<file path="config.mk">
export PLATFORM = sky130hd
export DESIGN_NAME = fid_host_ctrl
export DESIGN_NICKNAME = d
export VERILOG_FILES = /design/src/fid_pkg.sv /design/src/fid_host_ctrl.sv /design/src/fid_wait_tmr.sv
export VERILOG_INCLUDE_DIRS = /design/src
export SDC_FILE = /design/constraint.sdc
export NUM_CORES = 1
export LEC_CHECK = 0
export BUFFER_PORTS_ARGS = -buffer_cell sky130_fd_sc_hd__clkbuf_2
export CAP_MARGIN = 20
export CELL_PAD_IN_SITES_DETAIL_PLACEMENT = 1
export CELL_PAD_IN_SITES_GLOBAL_PLACEMENT = 1
export CORE_ASPECT_RATIO = 1.4
export CORE_MARGIN = 2
export CORE_UTILIZATION = 49
export CTS_CLUSTER_SIZE = 28
export DETAILED_ROUTE_END_ITERATION = 8
export PLACE_DENSITY_LB_ADDON = 0.1
export SYNTH_ARGS = -nofsm -noshare
export SYNTH_HDL_FRONTEND = slang
export SYNTH_SLANG_ARGS = --single-unit
</file>
<file path="constraint.sdc">
create_clock -name clk_i -period 8 [get_ports clk_i]
set_clock_uncertainty 0.1 [all_clocks]
set_input_delay 0.8 -clock clk_i [delete_from_list [all_inputs] [get_ports clk_i]]
set_output_delay 0.8 -clock clk_i [all_outputs]
set_load 0.05 [all_outputs]
</file>
<file path="src/fid_cfg.svh">
`ifndef FID_CFG_SVH
`define FID_CFG_SVH

// ==========================================================================
// clock and timing
`define FID_CLK_MHZ     125
`define FID_NS_CYC(ns)  ((((ns) * `FID_CLK_MHZ) + 999) / 1000)
`define FID_T_WP_NS     100
`define FID_T_WPH_NS    100
`define FID_T_RC_NS     90
`define FID_T_RSTP_NS   500
`define FID_T_RST_US    1
`define FID_T_PURD_US   100
`define FID_T_PUWR_MS   5
`define FID_T_BP_US     50
`define FID_SYNC_CYC    3
`define FID_WP_CYC      `FID_NS_CYC(`FID_T_WP_NS)
`define FID_WPH_CYC     `FID_NS_CYC(`FID_T_WPH_NS)
`define FID_RD_CYC      (`FID_NS_CYC(`FID_T_RC_NS) + `FID_SYNC_CYC)
`define FID_RSTP_CYC    `FID_NS_CYC(`FID_T_RSTP_NS)
`define FID_TRST_CYC    (`FID_T_RST_US * `FID_CLK_MHZ)
`define FID_PURD_CYC    (`FID_T_PURD_US * `FID_CLK_MHZ)
`define FID_PUWR_CYC    (`FID_T_PUWR_MS * 1000 * `FID_CLK_MHZ)
`define FID_BP_CYC      (`FID_T_BP_US * `FID_CLK_MHZ)

// ==========================================================================
// command addresses and codes
`define FID_CMD_AMASK   18'h07FFF
`define FID_UNLK1_ADDR  18'h05555
`define FID_UNLK2_ADDR  18'h02AAA
`define FID_UNLK1_DATA  8'hAA
`define FID_UNLK2_DATA  8'h55
`define FID_PROG_CMD    8'hA0
`define FID_ID_CMD      8'h90
`define FID_EXIT_CMD    8'hF0
`define FID_EXIT_ADDR   18'h00000
`define FID_MFR_ADDR    18'h00000
`define FID_DEV_ADDR    18'h00001
`define FID_LOCK_ADDR   18'h00002
`define FID_LOCK_ON     8'hFF
`define FID_LOCK_OFF    8'hFE

`endif

</file>
<file path="src/fid_pkg.sv">
package fid_pkg;

   // =======================================================================
   // user command and answer
   typedef enum logic [2:0] {
      FID_OP_READ  = 3'h0,
      FID_OP_PROG  = 3'h1,
      FID_OP_IDENT = 3'h2,
      FID_OP_EXIT  = 3'h3,
      FID_OP_RESET = 3'h4
   } fid_op_t;

   typedef struct packed {
      fid_op_t     op;
      logic [17:0] addr;
      logic [7:0]  data;
   } fid_cmd_t;

   typedef struct packed {
      logic [7:0] data;
      logic [7:0] mfr;
      logic [7:0] dev;
      logic [7:0] lock;
      logic       lock_on;
   } fid_rsp_t;

   // =======================================================================
   // flash pins and bus steps
   typedef struct packed {
      logic [17:0] addr;
      logic [7:0]  dq;
      logic        dq_oe;
      logic        ce_n;
      logic        oe_n;
      logic        we_n;
      logic        rst_n;
   } fid_pins_t;

   typedef struct packed {
      logic        is_wr;
      logic [17:0] addr;
      logic [7:0]  data;
      logic        last;
   } fid_step_t;

   typedef enum logic [7:0] {
      ST_RST_LO = 8'h01,
      ST_RST_WT = 8'h02,
      ST_IDLE   = 8'h04,
      ST_NEXT   = 8'h08,
      ST_WR_LO  = 8'h10,
      ST_WR_HI  = 8'h20,
      ST_RD     = 8'h40,
      ST_BUSY   = 8'h80
   } fid_state_t;

endpackage : fid_pkg

</file>
<file path="src/fid_host_ctrl.sv">
`timescale 1ns/1ps
`include "fid_cfg.svh"
module fid_host_ctrl
   import fid_pkg::*;
#(
   parameter logic [19:0] PU_RD_CYC = 20'(`FID_PURD_CYC),
   parameter logic [19:0] PU_WR_CYC = 20'(`FID_PUWR_CYC),
   parameter logic [19:0] BP_CYC    = 20'(`FID_BP_CYC)
) (
   // clock and reset
   input  wire logic       clk_i,
   input  wire logic       rst_n_i,
   // user command
   input  wire logic       cmd_valid_i,
   input  wire fid_cmd_t   cmd_i,
   output logic            cmd_ready_o,
   output logic            wr_ok_o,
   // user answer
   output logic            rsp_valid_o,
   output fid_rsp_t        rsp_o,
   output logic            id_mode_o,
   // flash pins
   output fid_pins_t       fl_o,
   input  wire logic [7:0] fl_dq_i
);

   fid_state_t  state_q;
   fid_cmd_t    cmd_q;
   fid_pins_t   pins_q;
   fid_rsp_t    rsp_q;
   fid_step_t   cur;
   logic [2:0]  idx_q;
   logic        ld_q;
   logic [19:0] ld_cnt_q;
   logic        tmr_done;
   logic        ready_q;
   logic        take;
   logic        step_end;
   logic        wr_lo_end;
   logic        fin;
   logic        rsp_valid_q;
   logic        id_mode_q;
   logic [19:0] pu_cnt_q;
   logic        rd_ok_q;
   logic        wr_ok_q;
   logic [7:0]  dq_m_q;
   logic [7:0]  dq_s_q;
   logic [7:0]  since_rst_q;
   logic [7:0]  low_cnt_q;

   // ========================================================================
   // bus step script per operation
   function automatic fid_step_t fid_script(input fid_op_t     op,
                                            input logic [2:0]  idx,
                                            input logic [17:0] a,
                                            input logic [7:0]  d);
      fid_step_t s;
      s = '{is_wr: 1'b1, addr: `FID_EXIT_ADDR, data: `FID_EXIT_CMD, last: 1'b0};
      if (idx == 3'h0 && op != FID_OP_READ && op != FID_OP_EXIT) begin
         s.addr = `FID_UNLK1_ADDR;
         s.data = `FID_UNLK1_DATA;
      end else if (idx == 3'h1 && op != FID_OP_READ && op != FID_OP_EXIT) begin
         s.addr = `FID_UNLK2_ADDR;
         s.data = `FID_UNLK2_DATA;
      end else begin
         case (op)
            FID_OP_READ: begin
               s.is_wr = 1'b0;
               s.addr  = a;
               s.last  = 1'b1;
            end
            FID_OP_PROG: begin
               s.addr = (idx == 3'h2) ? `FID_UNLK1_ADDR : a;
               s.data = (idx == 3'h2) ? `FID_PROG_CMD : d;
               s.last = (idx == 3'h3);
            end
            FID_OP_IDENT: begin
               case (idx)
                  3'h2: begin
                     s.addr = `FID_UNLK1_ADDR;
                     s.data = `FID_ID_CMD;
                  end
                  3'h3: begin
                     s.is_wr = 1'b0;
                     s.addr  = `FID_MFR_ADDR;
                  end
                  3'h4: begin
                     s.is_wr = 1'b0;
                     s.addr  = `FID_DEV_ADDR;
                  end
                  3'h5: begin
                     s.is_wr = 1'b0;
                     s.addr  = `FID_LOCK_ADDR;
                  end
                  default: s.last = 1'b1;
               endcase
            end
            default: s.last = 1'b1;
         endcase
      end
      // command cycles only decode A14-A0; the program data write keeps the full address
      if (s.is_wr && !(op == FID_OP_PROG && idx == 3'h3)) begin
         s.addr = s.addr & `FID_CMD_AMASK;
      end
      return s;
   endfunction : fid_script

   always_comb begin
      cur = fid_script(cmd_q.op, idx_q, cmd_q.addr, cmd_q.data);
   end

   // ========================================================================
   // phase timer
   fid_wait_tmr u_tmr (
      .clk_i   (clk_i),
      .rst_n_i (rst_n_i),
      .load_i  (ld_q),
      .count_i (ld_cnt_q),
      .done_o  (tmr_done)
   );

   // writes wait for the long power-up delay; reads and reset wait only for the read delay (ready_q)
   assign take      = cmd_valid_i && ready_q &&
                      (cmd_i.op == FID_OP_READ || cmd_i.op == FID_OP_RESET || wr_ok_q);
   assign step_end  = (state_q == ST_WR_HI || state_q == ST_RD) && !ld_q && tmr_done;
   assign wr_lo_end = (state_q == ST_WR_LO) && !ld_q && tmr_done;
   assign fin       = (step_end && cur.last && cmd_q.op != FID_OP_PROG) ||
                      (state_q == ST_BUSY && !ld_q && tmr_done);

   // ========================================================================
   // power-up delays, host reset stands for power-up
   always_ff @(posedge clk_i or negedge rst_n_i) begin
      if (!rst_n_i) begin
         pu_cnt_q <= 20'h00000;
         rd_ok_q  <= 1'b0;
         wr_ok_q  <= 1'b0;
      end else begin
         if (pu_cnt_q != PU_WR_CYC) begin
            pu_cnt_q <= pu_cnt_q + 20'h00001;
         end
         rd_ok_q <= (pu_cnt_q >= PU_RD_CYC);
         wr_ok_q <= (pu_cnt_q >= PU_WR_CYC);
      end
   end

   // ========================================================================
   // data pins are asynchronous to clk_i
   always_ff @(posedge clk_i or negedge rst_n_i) begin
      if (!rst_n_i) begin
         dq_m_q <= 8'h00;
         dq_s_q <= 8'h00;
      end else begin
         dq_m_q <= fl_dq_i;
         dq_s_q <= dq_m_q;
      end
   end

   // ========================================================================
   // sequencer
   always_ff @(posedge clk_i or negedge rst_n_i) begin
      if (!rst_n_i) begin
         state_q  <= ST_RST_LO;
         idx_q    <= 3'h0;
         cmd_q    <= '0;
         ld_q     <= 1'b1;
         ld_cnt_q <= 20'(`FID_RSTP_CYC);
         ready_q  <= 1'b0;
         pins_q   <= '{addr: 18'h00000, dq: 8'h00, dq_oe: 1'b0, ce_n: 1'b1,
                       oe_n: 1'b1, we_n: 1'b1, rst_n: 1'b0};
      end else begin
         ld_q    <= 1'b0;
         ready_q <= 1'b0;
         unique case (state_q)
            ST_RST_LO: if (!ld_q && tmr_done) begin
               pins_q.rst_n <= 1'b1;
               ld_q         <= 1'b1;
               ld_cnt_q     <= 20'(`FID_TRST_CYC);
               state_q      <= ST_RST_WT;
            end
            ST_RST_WT: if (!ld_q && tmr_done) begin
               state_q <= ST_IDLE;
            end
            ST_IDLE: begin
               ready_q <= rd_ok_q && !take;
               if (take) begin
                  cmd_q <= cmd_i;
                  idx_q <= 3'h0;
                  if (cmd_i.op == FID_OP_RESET) begin
                     pins_q.rst_n <= 1'b0;
                     ld_q         <= 1'b1;
                     ld_cnt_q     <= 20'(`FID_RSTP_CYC);
                     state_q      <= ST_RST_LO;
                  end else begin
                     state_q <= ST_NEXT;
                  end
               end
            end
            ST_NEXT: begin
               pins_q.addr <= cur.addr;
               pins_q.ce_n <= 1'b0;
               ld_q        <= 1'b1;
               if (cur.is_wr) begin
                  pins_q.dq    <= cur.data;
                  pins_q.dq_oe <= 1'b1;
                  pins_q.we_n  <= 1'b0;
                  ld_cnt_q     <= 20'(`FID_WP_CYC);
                  state_q      <= ST_WR_LO;
               end else begin
                  pins_q.oe_n <= 1'b0;
                  ld_cnt_q    <= 20'(`FID_RD_CYC);
                  state_q     <= ST_RD;
               end
            end
            ST_WR_LO: if (wr_lo_end) begin
               pins_q.ce_n <= 1'b1;
               pins_q.we_n <= 1'b1;
               ld_q        <= 1'b1;
               ld_cnt_q    <= 20'(`FID_WPH_CYC);
               state_q     <= ST_WR_HI;
            end
            ST_WR_HI: if (step_end) begin
               pins_q.dq_oe <= 1'b0;
            end
            ST_RD: if (step_end) begin
               pins_q.ce_n <= 1'b1;
               pins_q.oe_n <= 1'b1;
            end
            ST_BUSY: if (!ld_q && tmr_done) begin
               state_q <= ST_IDLE;
            end
         endcase
         if (step_end) begin
            if (!cur.last) begin
               idx_q   <= idx_q + 3'h1;
               state_q <= ST_NEXT;
            end else if (cmd_q.op == FID_OP_PROG) begin
               // device is self-timed; wait its longest program time, no polling
               ld_q     <= 1'b1;
               ld_cnt_q <= BP_CYC;
               state_q  <= ST_BUSY;
            end else begin
               state_q <= ST_IDLE;
            end
         end
      end
   end

   // ========================================================================
   // id mode tracking; the whole id sequence is atomic so no array access
   // can slip in between entry and exit
   always_ff @(posedge clk_i or negedge rst_n_i) begin
      if (!rst_n_i) begin
         id_mode_q <= 1'b0;
      end else if (state_q == ST_RST_LO) begin
         id_mode_q <= 1'b0;
      end else if (wr_lo_end && pins_q.dq == `FID_EXIT_CMD) begin
         id_mode_q <= 1'b0;
      end else if (wr_lo_end && pins_q.dq == `FID_ID_CMD && cmd_q.op == FID_OP_IDENT) begin
         id_mode_q <= 1'b1;
      end
   end

   // ========================================================================
   // answer capture
   always_ff @(posedge clk_i or negedge rst_n_i) begin
      if (!rst_n_i) begin
         rsp_q       <= '0;
         rsp_valid_q <= 1'b0;
      end else begin
         rsp_valid_q <= fin;
         if (step_end && state_q == ST_RD) begin
            unique case (cur.addr)
               `FID_MFR_ADDR:  if (cmd_q.op == FID_OP_IDENT) rsp_q.mfr <= dq_s_q;
               `FID_DEV_ADDR:  if (cmd_q.op == FID_OP_IDENT) rsp_q.dev <= dq_s_q;
               `FID_LOCK_ADDR: if (cmd_q.op == FID_OP_IDENT) begin
                  rsp_q.lock    <= dq_s_q;
                  rsp_q.lock_on <= (dq_s_q == `FID_LOCK_ON);
               end
               default: ;
            endcase
            if (cmd_q.op == FID_OP_READ) begin
               rsp_q.data <= dq_s_q;
            end
         end
      end
   end

   assign cmd_ready_o = ready_q;
   assign wr_ok_o     = wr_ok_q;
   assign rsp_valid_o = rsp_valid_q;
   assign rsp_o       = rsp_q;
   assign id_mode_o   = id_mode_q;
   assign fl_o        = pins_q;

   // ========================================================================
   // checks
   always_ff @(posedge clk_i or negedge rst_n_i) begin
      if (!rst_n_i) begin
         since_rst_q <= 8'h00;
         low_cnt_q   <= 8'h00;
      end else begin
         since_rst_q <= !pins_q.rst_n ? 8'h00 :
                        (since_rst_q == 8'hFF) ? since_rst_q : since_rst_q + 8'h01;
         low_cnt_q   <= pins_q.rst_n ? 8'h00 :
                        (low_cnt_q == 8'hFF) ? low_cnt_q : low_cnt_q + 8'h01;
      end
   end
endmodule : fid_host_ctrl

</file>
<file path="src/fid_wait_tmr.sv">
`timescale 1ns/1ps
module fid_wait_tmr (
   // clock and reset
   input  wire logic        clk_i,
   input  wire logic        rst_n_i,
   // control
   input  wire logic        load_i,
   input  wire logic [19:0] count_i,
   // status
   output logic             done_o
);

   logic [19:0] cnt_q;

   // ========================================================================
   // down counter, idles at zero
   always_ff @(posedge clk_i or negedge rst_n_i) begin
      if (!rst_n_i) begin
         cnt_q <= 20'h00000;
      end else if (load_i) begin
         cnt_q <= count_i;
      end else if (cnt_q != 20'h00000) begin
         cnt_q <= cnt_q - 20'h00001;
      end
   end

   assign done_o = (cnt_q == 20'h00000);

endmodule : fid_wait_tmr

</file>
==> out/metrics.yaml <==
global_routing:
  grt-ovfl-total: 0
  grt_use_total_pct: 25.75
  grt_pass1_vias: 6984
  grt_max_degree: 76
  grt_use_met2_pct: 46.41
  grt.met1_usage_pct: 29.79
  grtUsageMet3_pct: 5.291
  busiest_layer: "met2"
  grt_pass1_wl_microns: 35940
  antenna_found_initial: 0
drt:
  viasPerCell: 5.903
  drt_first_iter_violations: 279
  ant_nets: 0
  drt_wl_total_microns: 22060
  wl_per_cell_microns: 20.49
  drc_errors: 0
  vias: 6358
  drt-pass1-iter-count: 4
clocking:
  clock_path_buffers: 2
  post-cts-setup-buffers: 0
  cts_inserted_buffers: 17
  clock-root-buffer: "clkbuf_16"
  clkLatencyLatePin_ns: 0.43
  clkSinkCount: 186
  cts_resized: 0
  clkSlewWorstSetupHoldPaths_ns: 0.08
  hold_buffers: 0
  cts_tree: "built"
  htreeDepth: 4
power:
  pwr-share-comb_pct: 1.7
  p_sw_share_pct: 23.33
  p_clk_share_pct: 46.5
  switching_power_uw: 426.4
  p_leak_uw: 0.004840
  p_int_uw: 1401
  ir_worst_vdd_uv: 131.3
  finalPower_uw: 1827
  p_per_area_mw_per_mm2: 188.6
  seq_power_share_pct: 51.9
synthesis:
  synth.ff_latch_count: 186
  syn_area_per_cell_sq_um: 11.01
  ys_seq_area_share_pct: 55.84
  ys_types: 64
  synthCells: 759
  yosysWarningCount: 0
  synth_fp_nets: 808
  synth_edf_count: 0
  synth-async-reset-ratio_pct: 100.0
  synth_ff_type: "dfrtp_1"
  syn_area_sq_mm: 0.008359
placed_design:
  dp_hpwl_microns: 15860
  port_buffers: 107
  place_congestion: 0.8436
cells_and_area:
  antenna_cells: 0
  drive_above_1_share_pct: 27.00
  nFillCells: 1819
  fin_nets: 910
  area_growth_pct: 15.93
hold_path:
  hp-class: "reg -> reg"
floorplanning:
  dieArea_sq_mm: 0.01814
  ios: 108
  initial_utilization_pct: 49.92
  dieWidth_microns: 114.4
  die_h_microns: 158.5
  core_sq_mm: 0.01675
  rows: 56
critical_path:
  crit_fanout: 21
  cp.required_ns: 8.22
  path_cells: "nor4_1 > and3_1 > nand4_1 > nor3_1 > nand4b_1 > mux2_2"
  cp_slowest_stage_delay_ns: 0.77
  cpMaxStageDelayCell: "nor4_1"
  cp-end-kind: "register"
  critPathBufInv: 0
  cp.arrival_ns: 4.17
  cpLargestDelayFamily: "simple AND/OR/NAND/NOR gates"
  cp-start-kind: "register"
  critical_path_class: "reg -> reg"
timing:
  finalHoldViolCount: 0
  setup_viol: 0
  finalSetupTns_ns: 0
  period_share_pct: 49.38
  slew_violations: 0
  fmax_mhz: 253.1
  post-route-min-period_ns: 3.951
  rsz0062_at_grt: "no"
  slew_headroom_pct: 35.30
  tightest_slew_ns: 0.9676
outcome:
  status: "finished, final reports clean"
job:
  maxCapViolCount: 0
[metal layers]
metal / routed length [microns] / up-vias
li1: - / 2919
met1: 8602 / 3250
met2: 12100 / 136
met3: 741 / 53
met4: 618 / 0
met5: 0 / -
[worst register-to-register path, delay by kind of cell (launching register included)]
family           cells  cell delay, ns
flip-flops           1            0.43
AND/OR/NAND/NOR      5            2.80
multiplexers         1            0.51
[registers in the layout, summed over array words and instances (netlist names)]
register,cells
pu_cnt_q,20
idx_q,3
ld_q,1
dq_m_q,8
ld_cnt_q,20
cmd_q,29
rsp_valid_o,1
rsp_o,33
wr_ok_o,1
cmd_ready_o,1
dq_s_q,8
fl_o,31
u_tmr.cnt_q,20
rd_ok_q,1
id_mode_o,1
state_q,8
[layout make-up]
type / count / area, sq um / area share, %
sequential: 186 / 4668 / 48.17
multi-input combinational: 525 / 3505 / 36.17
timing repair buffer: 114 / 594.3 / 6.133
clock buffer: 18 / 429.2 / 4.429
tap: 203 / 254.0 / 2.621
clock inverter: 14 / 176.4 / 1.821
inverter: 17 / 63.81 / 0.6585
[cell usage in the layout (no fill, tap or decap), types with 11 or more instances in the layout]
master | Yosys | layout
a21oi_1 | 56 | 56
and2_1 | 13 | 13
clkbuf_16 | 0 | 17
clkbuf_2 | 0 | 106
dfrtp_1 | 175 | 175
dfstp_2 | 11 | 11
inv_1 | 16 | 16
mux2_2 | 64 | 64
nand2_1 | 59 | 59
nand3_1 | 26 | 26
nor2_1 | 69 | 68
nor3_1 | 22 | 22
o21ai_0 | 30 | 30
xnor2_1 | 18 | 18
xor2_1 | 13 | 13
[synthesized netlist by cell type (2+ instances only)]
| cell | count | area share (%) |
|---|---|---|
| dfrtp_1 | 175 | 52 |
| clkbuf_1 | 26 | 1.2 |
| o21a_1 | 9 | 0.81 |
| nand3b_1 | 6 | 0.54 |
| buf_2 | 4 | 0.24 |
| dfstp_2 | 11 | 3.5 |
| o41ai_1 | 4 | 0.42 |
| a21o_1 | 10 | 0.90 |
| nand2b_1 | 4 | 0.30 |
| o21ai_0 | 30 | 1.8 |
| a221oi_1 | 2 | 0.21 |
| and4_1 | 2 | 0.21 |
| nor3_1 | 22 | 1.3 |
| nand4b_1 | 3 | 0.31 |
| nor2_1 | 69 | 3.1 |
| mux2i_1 | 4 | 0.48 |
| nand2_1 | 59 | 2.6 |
| o2bb2ai_1 | 2 | 0.21 |
| a22o_1 | 2 | 0.21 |
| ha_1 | 9 | 1.3 |
| a211oi_1 | 4 | 0.36 |
| nand4_1 | 10 | 0.75 |
| nand3_1 | 26 | 1.6 |
| and2_1 | 13 | 0.97 |
| xnor2_1 | 18 | 1.9 |
| mux2_2 | 64 | 8.6 |
| nor2b_1 | 10 | 0.75 |
| a311oi_1 | 6 | 0.63 |
| xor2_1 | 13 | 1.4 |
| a31oi_1 | 3 | 0.22 |
| nor3b_2 | 2 | 0.30 |
| and3_1 | 7 | 0.52 |
| or4_1 | 4 | 0.36 |
| nor3b_1 | 5 | 0.45 |
| o211ai_1 | 10 | 0.90 |
| nor4_1 | 7 | 0.52 |
| or3_1 | 3 | 0.22 |
| a21boi_0 | 2 | 0.18 |
| o31ai_1 | 4 | 0.36 |
| inv_1 | 16 | 0.72 |
| a21oi_1 | 56 | 3.4 |
[worst paths after layout]
path                                            startpoint                         end  slack [ns]  cells after the start
worst max-delay path            u_tmr.cnt_q[3]$_DFFE_PN0N_        rsp_o[0]$_DFFE_PN0P_        4.05                      6
max in group asynchronous                          rst_n_i  u_tmr.cnt_q[1]$_DFFE_PN0N_        6.28                      2
min in group asynchronous                          rst_n_i       id_mode_o$_DFFE_PN0P_        0.30                      1
worst min-delay path                   dq_m_q[3]$_DFF_PN0_         dq_s_q[3]$_DFF_PN0_        0.25                      0
worst min register to register         dq_m_q[3]$_DFF_PN0_         dq_s_q[3]$_DFF_PN0_        0.25                      0
worst max register to register  u_tmr.cnt_q[3]$_DFFE_PN0N_        rsp_o[0]$_DFFE_PN0P_        4.05                      6
[power by group through the flow]
stage	clock network, uW	registers (uW)	logic [uW]
after CTS	867	947	32.0
after floorplan	0	964	0.751
after detailed placement	0	966	31.7
after global routing	905	948	34.9
final	849	947	30.3
after global placement	0	965	30.3
[per-stage QoR]
step	setup WS, ns	util, %	instance area (sq um)	cells	hold slack [ns]
floorplan	5.249	-	8359	759	0.2312
global placement	4.276	54.25	9085	1045	0.2328
detailed placement	4.134	54.25	9085	1045	0.2356
CTS	4.067	57.87	9691	1077	0.2534
global route	3.804	57.87	9691	1077	0.2608
finish	4.049	57.87	9691	1077	0.2512
[cells by family after synthesis]
family / count (synthesis) / synth area share [%]
compound gates: 152 / 11.50
xor+xnor: 31 / 3.248
fa+ha+maj: 10 / 1.467
buf+inv: 48 / 2.260
flops: 186 / 55.84
mux: 68 / 9.100
simple gates: 264 / 16.58
No activity file was read; power rests on OpenSTA's default activity.
